File: src/design/dcs_pkg.sv
// Package for the chained configuration serial port.
// Assumes a 250 MHz core clock that oversamples the serial pins.
package dcs_pkg;

  // Frame geometry
  localparam int          FRAME_BITS = 24;
  localparam int          CNT_W      = 5;
  localparam int          ADDR_W     = 8;
  localparam int          DATA_W     = 16;
  localparam int          PIN_W      = 3;
  localparam logic [4:0]  CNT_LAST   = 5'h17;
  localparam logic [4:0]  CNT_ZERO   = 5'h00;
  localparam logic [4:0]  CNT_ONE    = 5'h01;

  // Command bytes
  localparam logic [7:0]  CMD_READ   = 8'hFE;

  // Bank 0 register offsets
  localparam logic [7:0]  ADDR_CTRL  = 8'h00;
  localparam logic [7:0]  ADDR_CHAIN = 8'h01;
  localparam logic [7:0]  ADDR_BANK  = 8'h03;
  localparam logic [7:0]  ADDR_INIT  = 8'h04;
  localparam logic [7:0]  ADDR_COPY  = 8'h06;

  // Control register fields
  localparam int          CTRL_RESET_BIT = 0;
  localparam int          CTRL_RDEN_BIT  = 1;
  localparam int          CTRL_MODE_BIT  = 2;

  // Chain length field
  localparam int          CHAIN_LSB  = 2;
  localparam int          CHAIN_MSB  = 6;

  // Reset values
  localparam logic [15:0] CHAIN_RESET = 16'h0000;
  localparam logic [15:0] BANK_RESET  = 16'h0002;
  localparam logic [15:0] INIT_RESET  = 16'h0000;
  localparam logic [15:0] DATA_ZERO   = 16'h0000;
  localparam logic [12:0] CTRL_PAD    = 13'h0000;

  // Bank select codes
  localparam logic [7:0]  BANK0_CODE = 8'h00;
  localparam logic [7:0]  BANK1_CODE = 8'h02;
  localparam logic [7:0]  BANK2_CODE = 8'h10;

  // Serial pins after synchronisation
  typedef struct packed {
    logic cs_n;
    logic sclk;
    logic sdi;
  } dcs_pins_type;

  // One 24-bit word: address or command byte, then 16 data bits
  typedef struct packed {
    logic [7:0]  addr;
    logic [15:0] data;
  } dcs_word_type;

  typedef enum logic [1:0] {
    BANK_ZERO,
    BANK_ONE,
    BANK_TWO,
    BANK_NONE
  } dcs_bank_type;

endpackage

File: src/design/dcs_sync.sv
// Two-flop synchroniser for a group of asynchronous pins.
// Assumes the inputs are levels from outside the core clock domain.
`timescale 1ns/10ps
module dcs_sync #(
  parameter int WIDTH = 1
) (
  // Clock and reset
  input  wire logic             core_clk,
  input  wire logic             rst,
  // Pins in, synchronised levels out
  input  wire logic [WIDTH-1:0] async_in,
  output logic      [WIDTH-1:0] sync_out
);

  logic [WIDTH-1:0] meta_reg;
  logic [WIDTH-1:0] stable_reg;

  // First stage feeds only the second stage
  always_ff @(posedge core_clk) begin
    if (rst) begin
      meta_reg   <= '0;
      stable_reg <= '0;
    end else begin
      meta_reg   <= async_in;
      stable_reg <= meta_reg;
    end
  end

  assign sync_out = stable_reg;

endmodule

File: src/design/dcs_port.sv
// Chained configuration serial port with the bank 0 register set.
// Assumes cs_n, sclk and sdi come straight from pins; sclk is slow
// enough (at most core_clk / 6) to be oversampled by core_clk.
// A frame already running as reset ends is ignored until select idles.
//
// Contract
// - While selected, each bit on sdi leaves on sdo 24 serial clocks later.
// - After power-up or any reset, chained mode and default chain length.
// - On 0xFE in chained mode, frame end loads output shift register with addressed register.
// - Second read step returns address byte then 16-bit register contents.
// - Control bit 2 selects chained mode at 0, legacy mode at 1.
// - Control bit 1 enables legacy reads; ignored in chained mode.
// - Writing 1 to control bit 0 resets converter and all registers.
// - Chain length field bits 6:2 holds device count minus one.
// - 16-bit registers, 8-bit addresses, carried in 24-bit frames.
// - Bank 0 registers reachable whatever the bank select holds.
// - Bank select decodes 0, 2, 16 as banks 0, 1, 2; resets to bank 1.
`timescale 1ns/10ps
module dcs_port (
  // Clock and reset
  input  wire logic                core_clk,
  input  wire logic                rst,
  // Serial pins
  input  wire logic                cs_n,
  input  wire logic                sclk,
  input  wire logic                sdi,
  output logic                     sdo,
  // Configuration seen by the converter
  output logic                     legacy_mode,
  output logic                     read_enable,
  output logic [4:0]               chain_length,
  output dcs_pkg::dcs_bank_type    bank_active,
  output logic [15:0]              init_setting,
  output logic                     converter_reset
);

  // Synchronised pins and the previous value of the serial clock
  dcs_pkg::dcs_pins_type pins_raw;
  dcs_pkg::dcs_pins_type pins_sync;
  logic                  sclk_prev_reg;

  // Frame phase of the link
  typedef enum logic [1:0] {
    LINK_WAIT,
    LINK_IDLE,
    LINK_FRAME
  } dcs_link_type;

  dcs_link_type link_reg;
  dcs_link_type link_next;

  // Shift register top bits
  localparam int SHIFT_MSB = dcs_pkg::FRAME_BITS - 1;
  localparam int SHIFT_TOP = SHIFT_MSB - 1;

  // Serial datapath state
  logic [23:0]  shift_reg;
  logic [23:0]  shift_next;
  logic [4:0]   bit_cnt_reg;
  logic [4:0]   bit_cnt_next;
  logic         whole_reg;
  logic         whole_next;
  logic         sdo_reg;
  logic         sdo_next;

  // Bank 0 register storage
  logic         mode_reg;
  logic         rd_en_reg;
  logic [15:0]  chain_reg;
  logic [15:0]  bank_reg;
  logic [15:0]  init_reg;
  logic         conv_rst_reg;

  // Pin synchronisers
  assign pins_raw.cs_n = cs_n;
  assign pins_raw.sclk = sclk;
  assign pins_raw.sdi  = sdi;

  dcs_sync #(
    .WIDTH    (dcs_pkg::PIN_W)
  ) u_pin_sync (
    .core_clk (core_clk),
    .rst      (rst),
    .async_in (pins_raw),
    .sync_out (pins_sync)
  );

  // Edge history of the synchronised serial clock
  always_ff @(posedge core_clk) begin
    if (rst) begin
      sclk_prev_reg <= 1'b0;                                         // Idle level of the clock
    end else begin
      sclk_prev_reg <= pins_sync.sclk;
    end
  end

  // Frame phase: waits for an idle select first, so the synchroniser's
  // reset level never looks like a select edge after reset
  always_comb begin
    link_next = link_reg;
    unique case (link_reg)
      LINK_WAIT: begin
        if (pins_sync.cs_n) begin
          link_next = LINK_IDLE;
        end
      end
      LINK_IDLE: begin
        if (!pins_sync.cs_n) begin
          link_next = LINK_FRAME;
        end
      end
      LINK_FRAME: begin
        if (pins_sync.cs_n) begin
          link_next = LINK_IDLE;
        end
      end
      default: begin
        link_next = LINK_WAIT;                                       // Unused code recovers
      end
    endcase
  end

  // Frame phase register; a soft reset falls at frame end, so it is left alone
  always_ff @(posedge core_clk) begin
    if (rst) begin
      link_reg <= LINK_WAIT;
    end else begin
      link_reg <= link_next;
    end
  end

  // Edge detection on the serial clock and select
  wire in_frame   = link_reg == LINK_FRAME;
  wire selected   = in_frame & ~pins_sync.cs_n;
  wire sclk_rise  = selected & pins_sync.sclk & ~sclk_prev_reg;
  wire sclk_fall  = selected & ~pins_sync.sclk & sclk_prev_reg;
  wire cs_fall    = (link_reg == LINK_IDLE) & ~pins_sync.cs_n;
  wire cs_rise    = in_frame & pins_sync.cs_n;

  // Word held at frame end; only whole multiples of 24 bits count
  dcs_pkg::dcs_word_type word;
  assign word = shift_reg;

  wire aligned    = whole_reg & (bit_cnt_reg == dcs_pkg::CNT_ZERO);
  wire frame_end  = cs_rise & aligned;
  wire is_read    = word.addr == dcs_pkg::CMD_READ;

  // Mode decisions: chained reads use 0xFE, legacy reads use read enable
  wire read_chain = ~mode_reg & is_read;
  wire read_leg   = mode_reg & rd_en_reg;
  wire do_read    = frame_end & (read_chain | read_leg);
  wire do_write   = frame_end & ~(read_chain | read_leg) & ~is_read;

  // Address of the read: third byte in chained mode, first in legacy
  wire [7:0] rd_addr = read_chain ? word.data[7:0] : word.addr;

  // Write decode, bank 0 always reachable
  wire hit_ctrl   = do_write & (word.addr == dcs_pkg::ADDR_CTRL);
  wire hit_chain  = do_write & (word.addr == dcs_pkg::ADDR_CHAIN);
  wire hit_bank   = do_write & (word.addr == dcs_pkg::ADDR_BANK);
  wire hit_init   = do_write & (word.addr == dcs_pkg::ADDR_INIT);
  wire soft_reset = hit_ctrl & word.data[dcs_pkg::CTRL_RESET_BIT];
  wire clear_all  = rst | soft_reset;

  // Copy of the control register for readback
  wire [15:0] ctrl_copy = {dcs_pkg::CTRL_PAD, mode_reg, rd_en_reg, 1'b0};

  // Read data selection; write-only and unmapped addresses read zero
  wire sel_chain  = rd_addr == dcs_pkg::ADDR_CHAIN;
  wire sel_bank   = rd_addr == dcs_pkg::ADDR_BANK;
  wire sel_init   = rd_addr == dcs_pkg::ADDR_INIT;
  wire sel_copy   = rd_addr == dcs_pkg::ADDR_COPY;

  wire [15:0] rd_data = sel_chain ? chain_reg :
                        sel_bank  ? bank_reg  :
                        sel_init  ? init_reg  :
                        sel_copy  ? ctrl_copy :
                                    dcs_pkg::DATA_ZERO;

  // Answer word: address byte, then register contents
  dcs_pkg::dcs_word_type answer;
  assign answer.addr = rd_addr;
  assign answer.data = rd_data;

  // Shift register: sample on rise, load answer at frame end
  always_comb begin
    shift_next = shift_reg;
    if (sclk_rise) begin
      shift_next = {shift_reg[SHIFT_TOP:0], pins_sync.sdi};
    end else if (do_read) begin
      shift_next = answer;
    end
  end

  // Bit counter modulo 24, remembers a whole word was seen
  always_comb begin
    bit_cnt_next = bit_cnt_reg;
    whole_next   = whole_reg;
    if (cs_fall) begin
      bit_cnt_next = dcs_pkg::CNT_ZERO;
      whole_next   = 1'b0;
    end else if (sclk_rise) begin
      if (bit_cnt_reg == dcs_pkg::CNT_LAST) begin
        bit_cnt_next = dcs_pkg::CNT_ZERO;
        whole_next   = 1'b1;
      end else begin
        bit_cnt_next = bit_cnt_reg + dcs_pkg::CNT_ONE;
      end
    end
  end

  // Output bit: oldest bit leaves on falling edges, first on select
  always_comb begin
    sdo_next = sdo_reg;
    if (cs_fall | sclk_fall) begin
      sdo_next = shift_reg[SHIFT_MSB];
    end
  end

  // Serial datapath registers
  always_ff @(posedge core_clk) begin
    if (clear_all) begin
      shift_reg   <= '0;
      bit_cnt_reg <= dcs_pkg::CNT_ZERO;
      whole_reg   <= 1'b0;
      sdo_reg     <= 1'b0;
    end else begin
      shift_reg   <= shift_next;
      bit_cnt_reg <= bit_cnt_next;
      whole_reg   <= whole_next;
      sdo_reg     <= sdo_next;
    end
  end

  // Control register: mode and read enable; reset bit is not stored
  always_ff @(posedge core_clk) begin
    if (clear_all) begin
      mode_reg  <= 1'b0;
      rd_en_reg <= 1'b0;
    end else if (hit_ctrl) begin
      mode_reg  <= word.data[dcs_pkg::CTRL_MODE_BIT];
      rd_en_reg <= word.data[dcs_pkg::CTRL_RDEN_BIT];
    end
  end

  // Chain length register, kept whole for readback
  always_ff @(posedge core_clk) begin
    if (clear_all) begin
      chain_reg <= dcs_pkg::CHAIN_RESET;
    end else if (hit_chain) begin
      chain_reg <= word.data;
    end
  end

  // Bank select register
  always_ff @(posedge core_clk) begin
    if (clear_all) begin
      bank_reg <= dcs_pkg::BANK_RESET;
    end else if (hit_bank) begin
      bank_reg <= word.data;
    end
  end

  // First initialisation setting
  always_ff @(posedge core_clk) begin
    if (clear_all) begin
      init_reg <= dcs_pkg::INIT_RESET;
    end else if (hit_init) begin
      init_reg <= word.data;
    end
  end

  // Converter reset pulse, one cycle per soft reset
  always_ff @(posedge core_clk) begin
    if (rst) begin
      conv_rst_reg <= 1'b0;
    end else begin
      conv_rst_reg <= soft_reset;
    end
  end

  // Bank decode of the select field
  wire [7:0]             bank_code = bank_reg[7:0];
  dcs_pkg::dcs_bank_type bank_decoded;
  dcs_pkg::dcs_bank_type bank_active_reg;
  assign bank_decoded = (bank_code == dcs_pkg::BANK0_CODE) ? dcs_pkg::BANK_ZERO :
                        (bank_code == dcs_pkg::BANK1_CODE) ? dcs_pkg::BANK_ONE  :
                        (bank_code == dcs_pkg::BANK2_CODE) ? dcs_pkg::BANK_TWO  :
                                                             dcs_pkg::BANK_NONE;

  // Bank output from a flip-flop, back to bank one on any reset
  always_ff @(posedge core_clk) begin
    if (clear_all) begin
      bank_active_reg <= dcs_pkg::BANK_ONE;
    end else begin
      bank_active_reg <= bank_decoded;
    end
  end

  assign bank_active = bank_active_reg;

  // Outputs
  assign sdo             = sdo_reg;
  assign legacy_mode     = mode_reg;
  assign read_enable     = rd_en_reg;
  assign chain_length    = chain_reg[dcs_pkg::CHAIN_MSB:dcs_pkg::CHAIN_LSB];
  assign init_setting    = init_reg;
  assign converter_reset = conv_rst_reg;

endmodule

File: config.mk
export PLATFORM = sky130hd
export DESIGN_NAME = dcs_port
export DESIGN_NICKNAME = d
export VERILOG_FILES = /design/src/design/dcs_pkg.sv /design/src/design/dcs_sync.sv /design/src/design/dcs_port.sv
export SDC_FILE = /design/constraint.sdc
export NUM_CORES = 1
export LEC_CHECK = 0
export BUFFER_PORTS_ARGS = -buffer_cell sky130_fd_sc_hd__clkbuf_2
export CORE_MARGIN = 2
export CORE_UTILIZATION = 40
export CTS_BUF_LIST = sky130_fd_sc_hd__clkbuf_4 sky130_fd_sc_hd__clkbuf_8
export DETAILED_ROUTE_END_ITERATION = 7
export PLACE_DENSITY_LB_ADDON = 0.12
export SYNTH_ARGS = -nofsm -noshare
export SYNTH_HDL_FRONTEND = slang
export SYNTH_SLANG_ARGS = --single-unit
File: constraint.sdc
create_clock -name core_clk -period 4 [get_ports core_clk]
set_input_delay 0 -clock core_clk [delete_from_list [all_inputs] [get_ports core_clk]]
set_output_delay 0 -clock core_clk [all_outputs]
set_load 0.005 [all_outputs]
==> results of run 1 <==
## per-stage QoR
stage	hold WS (ps)	utilization	worst slack, ps
after floorplan	128	-	2130
after global placement	210	0.422	1080
after detailed placement	212	0.422	1120
after CTS	5.69	0.445	1070
after global routing	26.8	0.445	904
final	17.1	0.445	1020
## cell type report
cell class / count / area, um2
sequential: 93 / 1860
fill: 1061 / 5700
multi-input combinational: 366 / 2090
clock inverter: 3 / 43.8
clock buffer: 13 / 166
inverter: 4 / 15.0
tap: 136 / 170
timing repair buffer: 38 / 228
## how the worst max path moves through the flow
stage	endpoint	slack [ps]	depth (start not counted)
global route	shift_reg[3]	900	7
CTS	shift_reg[3]	1070	7
floorplan	shift_reg[10]	2130	8
finish	shift_reg[3]	1020	7
detailed placement	shift_reg[3]	1120	7
global placement	shift_reg[3]	1080	7
## placed cells by master, fill, tap and decap left out, drive strengths merged, types with 2 or more instances in the layout
cell type	n
a211oi	3
o211ai	2
nand2b	3
inv	4
nor4b	2
clkbuf	44
nor4	3
o22ai	14
o21a	2
a2bb2oi	13
nand4	2
and4b	2
clkinv	2
a21oi	91
ha	2
nor2b	7
nand2	118
nand3	9
and2	2
a31oi	4
dfxtp	93
nor3b	17
a22oi	6
mux2i	4
nand3b	2
o21ai	19
nor2	20
nor3	5
dlygate4sd3	3
buf	4
or3	6
## cells by family (layout without fill, tap and decap cells)
logic type | after synthesis | count (layout) | share of synthesized area
adders and majority gates | 2 | 2 | 0.00594
and+or+nand+nor | 201 | 201 | 0.233
xor gates and xnor gates | 1 | 1 | 0.00208
AOI/OAI and AO/OA | 158 | 158 | 0.244
buffers and inverters | 47 | 58 | 0.0630
muxes | 4 | 4 | 0.00951
DFF | 93 | 93 | 0.442
## per-layer routing
metal,vias to the layer above,share of wire,GRT usage
li1,1771,-,-
met1,1752,0.47,0.279
met2,91,0.46,0.322
met3,21,0.043,0.0426
met4,0,0.027,0.0844
met5,-,0,0
## power by group
group / switching, mW / leakage [nW] / internal [mW]
logic: 0.0217 / 0.615 / 0.00976
registers: 0.00267 / 0.750 / 0.929
clock network: 0.336 / 0.110 / 0.338
## what timing repair did
action	CTS	global route
hold endpoints to repair	3	0
hold buffers	3	0
setup endpoints to repair	0	0
==> flow_summary_export.csv, run 1 <==
group,metric,value,unit
outcome,status,"completed",
floorplan,die-area,11400,um2
placed_design,placed_cell_area,4340,um2
layout,design_area,4580,um2
synthesis,yosysSeqAreaShare,0.442,
layout,largest_register_ffs,24,
worst_setup_path,reg2reg_slack,1020,ps
cts,cts-root-buf,"clkbuf_8",
synthesis,yosys-top-cells-count,"nand2_1, dfxtp_1, a21oi_1",
synthesis,synth_cell_types,48,
cts,htreeDepth,3,
cts,cts_resized,0,
cts,cts_tree,"built",
sta,fin_crit_sh,0.746,
worst_setup_path,r2r-end,"shift_reg[3]",
worst_setup_path,critPathLaunchType,"register",
grt,antenna_found_initial,0,
layout,areaGrowthSynthToFinish,8.77,%
synthesis,synth_edf_count,0,
placed_design,gp_congestion,0.834,
worst_hold_path,hold_path_class,"in -> reg",
placed_design,placed_cells,634,
synthesis,syn_avg_cell_area,8.32,um2
synthesis,synth-async-reset-ratio,0,
synthesis,synth_most_common_cell,"nand2_1",
synthesis,synth-seq-cells,93,
cts,clk_path_buf_depth,2,
worst_setup_path,crit_buf_inv,1,
worst_setup_path,critPathLaunch,"shift_reg[18]",
worst_hold_path,hold_depth,2,
cts,path_clk_slew,90,ps
routing,firstDrtPassIters,4,
synthesis,synth_area_leaders,"dfxtp_1, a21oi_1, nand2_1",
grt,grt.total_usage,0.206,
synthesis,ys_warn_count,0,
sta,fmax,335,MHz
sta,fin_skew,9.57,ps
power_and_ir_drop,peakVddDrop,0.150,mV
worst_hold_path,hp-start,"rst",
placed_design,hpwlAfterDp,6.93,mm
worst_setup_path,endpoint_kind,"register",
worst_setup_path,reg2reg_from,"shift_reg[18]",
power_and_ir_drop,finalPower,1.64,mW
synthesis,netlist_area,4210,um2
power_and_ir_drop,cellPowerDensity,357,nW/um2
routing,dr.first_iter.drc_count,197,
grt,first_global_vias,3380,
worst_setup_path,arrival,3270,ps
power_and_ir_drop,p_leak,1.48,nW
worst_setup_path,required,4290,ps
sta,slew_headroom,0.322,
worst_setup_path,crit_path_cell_trace,"nand4_1 -> or3_4 -> a21oi_2 -> buf_4 -> nor3b_4 -> o21ai_0 -> o22ai_1",
placed_design,port_buffers,31,
worst_hold_path,holdPathEnd,"link_reg[0]",
synthesis,netlist.area_leader.share,0.442,
cts,clkSinkCount,93,
floorplan,start_util,0.410,
grt,grt_overflow_total,0,
synthesis,synth.net_count,513,
cts,clk-insertion-delay-late,370,ps
routing,viasPerCell,5.57,
sta,worst_pin_slew,1020,ps
sta,setup-violations-final,0,
flow_run,maxCapViolations,0,
worst_setup_path,slowest_stage,"nor3b_4",
worst_setup_path,crit_path_max_incr_delay,830,ps
layout,num-nets-final,519,
routing,num_vias,3635,
floorplan,fp.dieW,107,um
sta,rsz0062_at_grt,"false",
routing,ant_nets,0,
cts,cts_buffers,9,
grt,grt_pass1_wl,18.1,mm
floorplan,core_area,10300,um2
synthesis,synth_top_area_cell,"dfxtp_1",
worst_setup_path,path_class,"reg -> reg",
worst_setup_path,crit_family,"simple AND/OR/NAND/NOR gates",
layout,diodes,0,
sta,fin_tns_setup,0,ps
grt,grt_max_degree,45,
layout,drive_above_1_share,0.161,
worst_setup_path,path_max_fanout,22,
sta,finalHoldViolations,0,
layout,instances_no_fill,653,
floorplan,io_pins,32,
cts,cts_setup_buffers,0,
worst_setup_path,r2r_cells,7,
routing,drcViolationCount,0,
sta,slew_viol_final,0,
floorplan,die_h,107,um
floorplan,rows,37,
synthesis,synth_ff_type,"dfxtp_1",
routing,wl_per_cell,17.6,um
routing,wl,11.5,mm
sta,period_minus_slack,2980,ps
synthesis,syn-instance-count,506,
Note: power is estimated with default switching activity, not from simulation.
==> inputs of run 2 (changes only) <==
Clock period 4 ns to 3.1 ns, I/O delays scaled along.
==> run 2 against run 1 <==
Against the previous run: register-to-register slack got worse by 440 ps; worst setup slack got worse by 440 ps; first-iteration DRC count fell by 22%; largest power group unchanged; critical path type unchanged.
==> flow_summary_export.csv, run 2 (same netlist as run 1, synthesis figures left out) <==
group,metric,value,unit
sta,fin_ws,581,ps
sta,rsz0062_at_grt,"false",
worst_setup_path,critPathLaunchType,"register",
routing,ant_nets,0,
sta,finalHoldViolations,0,
layout,finish.utilization,0.449,
grt,grt_max_degree,45,
cts,cts_setup_buffers,0,
power_and_ir_drop,cellPowerDensity,469,nW/um2
layout,num-nets-final,523,
layout,largest_register_ffs,24,
floorplan,io_pins,32,
cts,clk-insertion-delay-late,360,ps
worst_setup_path,reg2reg_slack,580,ps
flow_run,maxCapViolations,0,
routing,drcViolationCount,0,
routing,firstDrtPassIters,5,
worst_setup_path,path_class,"reg -> reg",
cts,cts_resized,0,
routing,viasPerCell,5.48,
worst_setup_path,cp-endpoint,"shift_reg[3]",
sta,setup-violations-final,0,
worst_setup_path,endpoint_kind,"register",
worst_setup_path,critPathLaunch,"shift_reg[17]",
cts,clk_path_buf_depth,2,
cts,cts-root-buf,"clkbuf_8",
sta,worst_pin_slew,885,ps
power_and_ir_drop,peakVddDrop,0.177,mV
power_and_ir_drop,p_leak,1.49,nW
floorplan,rows,37,
layout,final_cell_mix,"nand2_1, dfxtp_1, a21oi_1, clkbuf_2, nor2_1",
worst_setup_path,required,3340,ps
grt,first_global_vias,3406,
sta,slew_headroom,0.410,
placed_design,hpwlAfterDp,6.98,mm
worst_hold_path,hold_path_class,"in -> reg",
sta,fin_skew,14.9,ps
worst_setup_path,r2r-end,"shift_reg[3]",
routing,wl_per_cell,17.0,um
worst_setup_path,path_max_fanout,14,
floorplan,fp.dieW,107,um
layout,final_common_cell,"nand2_1",
placed_design,port_buffers,31,
floorplan,start_util,0.410,
grt,antenna_found_initial,0,
placed_design,gp_congestion,0.843,
floorplan,die_h,107,um
grt,grt_pass1_wl,18.4,mm
worst_setup_path,r2r_cells,6,
sta,fmax,397,MHz
cts,cts_buffers,9,
floorplan,die-area,11400,um2
sta,fin_crit_sh,0.813,
sta,fin_tns_setup,0,ps
cts,cts_tree,"built",
grt,grt.total_usage,0.207,
layout,diodes,0,
grt,grt_overflow_total,0,
sta,slew_viol_final,0,
routing,dr.first_iter.drc_count,154,
sta,period_minus_slack,2520,ps
cts,ctsHoldBuffers,3,
routing,num_vias,3602,
routing,wl,11.2,mm
cts,htreeDepth,3,
worst_setup_path,arrival,2760,ps
cts,clkSinkCount,93,
layout,areaGrowthSynthToFinish,9.54,%
layout,drive_above_1_share,0.167,
floorplan,core_area,10300,um2
outcome,status,"completed",
placed_design,pre_cts_ws,694,ps
cts,path_clk_slew,100,ps
worst_setup_path,reg2reg_from,"shift_reg[17]",
run 2: metrics by stage:
| stage | instances | cell area [um2] | power, mW | hold slack [ps] |
|---|---|---|---|---|
| final | 657 | 4610 | 2.16 | 17.2 |
| after global routing | 657 | 4610 | 2.24 | 31.8 |
| after CTS | 657 | 4610 | 2.18 | 16.4 |
| after detailed placement | 638 | 4360 | 1.27 | 223 |
| after global placement | 638 | 4360 | 1.27 | 209 |
| after floorplan | 506 | 4210 | 1.26 | 128 |
run 2: worst min-delay path by stage:
| stage | startpoint | to | slack (ps) | cells after the start |
|---|---|---|---|---|
| finish | rst | u_pin_sync.sync_out[2] | 20 | 2 |
| floorplan | sdi | u_pin_sync.meta_reg[0] | 130 | 1 |
| global route | rst | u_pin_sync.sync_out[2] | 30 | 2 |
| CTS | rst | u_pin_sync.sync_out[1] | 20 | 2 |
| detailed placement | sclk | u_pin_sync.meta_reg[1] | 220 | 2 |
| global placement | sclk | u_pin_sync.meta_reg[1] | 210 | 2 |
run 2: area by class of cell:
cell class              instances  area, um2
repair buffers                 42        245
inverters                       4       15.0
clock inverters                 6       93.8
clock buffers                  10        131
multi-input cells             366       2090
flip-flops and latches         93       1860
well taps                     136        170
fillers                      1052       5670
run 2: per-layer routing:
metal / part of all wire / GRT usage
met1: 0.47 / 0.282
met2: 0.48 / 0.333
met3: 0.036 / 0.0334
met4: 0.016 / 0.0733
met5: 0 / 0
run 2: worst max-delay path: stages, from the launching register on:
cell,delay (ps)
dfxtp_1,560
nand4bb_1,230
or2_0,290
o31a_1,400
or3_4,580
o21ai_0,250
o22ai_1,90
run 2: power breakdown:
group / internal (mW) / total (mW) / switching [mW]
combinational: 0.0117 / 0.0386 / 0.0270
clock: 0.473 / 0.923 / 0.451
sequential: 1.20 / 1.20 / 0.00356
==> inputs of run 3 (changes only) <==
Settings changed: ABC_AREA from default to 1.
Clock period 3.1 ns to 2.2 ns, I/O delays scaled along.
==> run 3 against run 2 <==
Against the previous run: fmax rose by 23%; wire length rose by 14%; power rose by 38%; critical path depth rose by 8; non-clock buffer count rose by 33; cell count rose by 27%; largest power group unchanged; highest routed layer unchanged.
==> flow_summary_export.csv, run 3 <==
group,metric,value,unit
synthesis,synth_ff_type,"dfxtp_1",
grt,grt_max_degree,51,
synthesis,syn-instance-count,633,
floorplan,die_h,109,um
floorplan,rows,38,
layout,diodes,0,
placed_design,gp_congestion,0.929,
layout,final_cell_mix,"nand2_1, dfxtp_1, inv_1, a21oi_1, nand3_1",
synthesis,synthAdderAreaFrac,0.00564,
grt,first_global_vias,3877,
routing,wl,12.7,mm
routing,ant_nets,0,
sta,slew_headroom,0.644,
sta,finalHoldViolations,0,
worst_setup_path,path_max_fanout,7,
sta,fin_crit_sh,0.934,
synthesis,synth_area_leaders,"dfxtp_1, nand2_1, a21oi_1",
worst_setup_path,reg2reg_from,"shift_reg[16]",
worst_setup_path,critPathLaunch,"shift_reg[16]",
cts,clk-insertion-delay-late,380,ps
cts,htreeDepth,3,
placed_design,hpwlAfterDp,7.91,mm
synthesis,synth_most_common_cell,"nand2_1",
layout,drive_above_1_share,0.186,
worst_setup_path,critPathLaunchType,"register",
placed_design,placed_cell_area,4760,um2
worst_setup_path,required,2510,ps
worst_setup_path,r2r_cells,14,
layout,areaGrowthSynthToFinish,17.5,%
worst_hold_path,hold_depth,2,
grt,grt_overflow_total,0,
routing,drcViolationCount,0,
cts,cts_buffers,9,
worst_setup_path,r2r-end,"shift_reg[15]",
layout,design_area,5210,um2
power_and_ir_drop,peakVddDrop,0.317,mV
power_and_ir_drop,p_leak,2.11,nW
routing,num_vias,4290,
synthesis,netlist.area_leader.share,0.420,
layout,largest_register_ffs,24,
worst_hold_path,hold_path_class,"reg -> reg",
routing,wl_per_cell,15.2,um
worst_setup_path,path_class,"reg -> reg",
worst_hold_path,hp-start,"u_pin_sync.meta_reg[0]",
floorplan,start_util,0.409,
cts,clk_path_buf_depth,2,
grt,grt_pass1_wl,19.3,mm
synthesis,synth_top_area_cell,"dfxtp_1",
floorplan,io_pins,32,
cts,cts-root-buf,"clkbuf_8",
power_and_ir_drop,cellPowerDensity,571,nW/um2
routing,firstDrtPassIters,5,
synthesis,synth-async-reset-ratio,0,
synthesis,synth_top_family_by_area,"simple AND/OR/NAND/NOR gates",
synthesis,syn_avg_cell_area,7.01,um2
synthesis,synth_xor_area_frac,0.00197,
placed_design,port_buffers,31,
routing,dr.first_iter.drc_count,291,
synthesis,synth-compound-area-share,0.151,
sta,setup-violations-final,0,
cts,cts_tree,"built",
synthesis,ys_warn_count,0,
floorplan,core_area,10800,um2
routing,viasPerCell,5.16,
layout,num-nets-final,694,
synthesis,yosysSeqAreaShare,0.420,
cts,path_clk_slew,90,ps
sta,fin_skew,15.6,ps
cts,clkSinkCount,93,
floorplan,die-area,11900,um2
worst_hold_path,holdPathEnd,"u_pin_sync.sync_out[0]",
synthesis,synthSimpleGateAreaFrac,0.298,
sta,period_minus_slack,2050,ps
sta,hold_slack,409,ps
synthesis,synth.net_count,640,
worst_setup_path,reg2reg_slack,150,ps
synthesis,synth_cell_types,32,
layout,final_common_cell,"nand2_1",
worst_setup_path,endpoint_kind,"register",
grt,antenna_found_initial,0,
synthesis,synth_edf_count,0,
sta,slew_viol_final,0,
grt,grt.total_usage,0.212,
synthesis,synth-seq-cells,93,
synthesis,yosys-top-cells-count,"nand2_1, dfxtp_1, inv_1",
worst_setup_path,arrival,2360,ps
synthesis,synth_mux_area_frac,0,
synthesis,netlist_area,4440,um2
sta,worst_pin_slew,529,ps
outcome,status,"completed",
floorplan,fp.dieW,109,um
sta,fmax,487,MHz
flow_run,maxCapViolations,0,
run 3: changes by cell type in the layout (fill, tap and decap cells not counted), moves of 12 or more:
cell,before,now
inv_1,4,80
nand2_1,118,182
nand3_1,9,45
a21oi_1,90,60
buf_4,8,31
nor3b_1,16,2
o22ai_1,4,18
a2bb2oi_1,13,0
nand4_1,2,14
run 3: where the power goes:
part,internal [mW],total (mW),switching [mW],leakage (nW)
clock network,0.562,1.20,0.643,0.0951
registers,1.69,1.69,0.00315,0.751
logic,0.0332,0.0809,0.0478,1.26
run 3: logic make-up (layout without fill, tap and decap cells):
kind of cell / after synthesis / count (layout)
AO/OA/AOI/OAI: 117 / 117
XOR/XNOR: 1 / 1
adder cells (fa/ha/maj): 2 / 2
buffers and inverters: 125 / 182
flip-flops: 93 / 93
AND/OR/NAND/NOR: 295 / 297
run 3: timing repair:
item                       in CTS  in global routing
resized for setup               0                 13
buffers inserted                0                 10
hold endpoints to repair       10                  0
hold buffers                    7                  0
setup endpoints to repair       0                 72
run 3: final cells by class:
| cell class | instances | area (um2) |
|---|---|---|
| sequential | 93 | 1860 |
| timing repair buffer | 75 | 559 |
| inverter | 91 | 344 |
| fill | 1092 | 5630 |
| multi-input combinational | 417 | 2060 |
| clock buffer | 10 | 138 |
| tap | 140 | 175 |
| clock inverter | 6 | 70.1 |
run 3: worst max-delay path by stage:
stage	depth (start not counted)	endpoint	slack, ps
floorplan	15	chain_reg[13]	280
global route	11	shift_reg[5]	-20
detailed placement	14	bank_active[1]	110
finish	14	shift_reg[15]	150
global placement	14	bank_active[1]	120
CTS	14	shift_reg[5]	80
run 3: stage by stage:
step           total power [mW]  setup TNS, ps  setup slack, ps  cells  utilization
2_1_floorplan              1.77              0              278    633            -
3_3_place_gp               1.79              0              119    795        0.439
3_5_place_dp               1.79              0              108    795        0.439
4_1_cts                    3.01              0             84.0    818        0.465
5_1_grt                    3.09          -17.0            -17.0    832        0.481
6_report                   2.98              0              146    832        0.481
run 3: worst max-delay path, cell delays in order (launching register included):
cell,delay [ps]
dfxtp_1,340
inv_2,80
nand2_2,90
nor2_4,190
buf_4,140
nand4_1,80
nand2_1,110
nand2_1,90
nor2_4,200
buf_4,140
and2_4,220
nand2_1,70
nand3_1,60
nand2_1,60
a21oi_2,110
run 3: layer usage:
layer,wire length [um],track usage
met5,0,0
met4,372,0.111
met3,727,0.0350
met2,5600,0.320
met1,5990,0.291
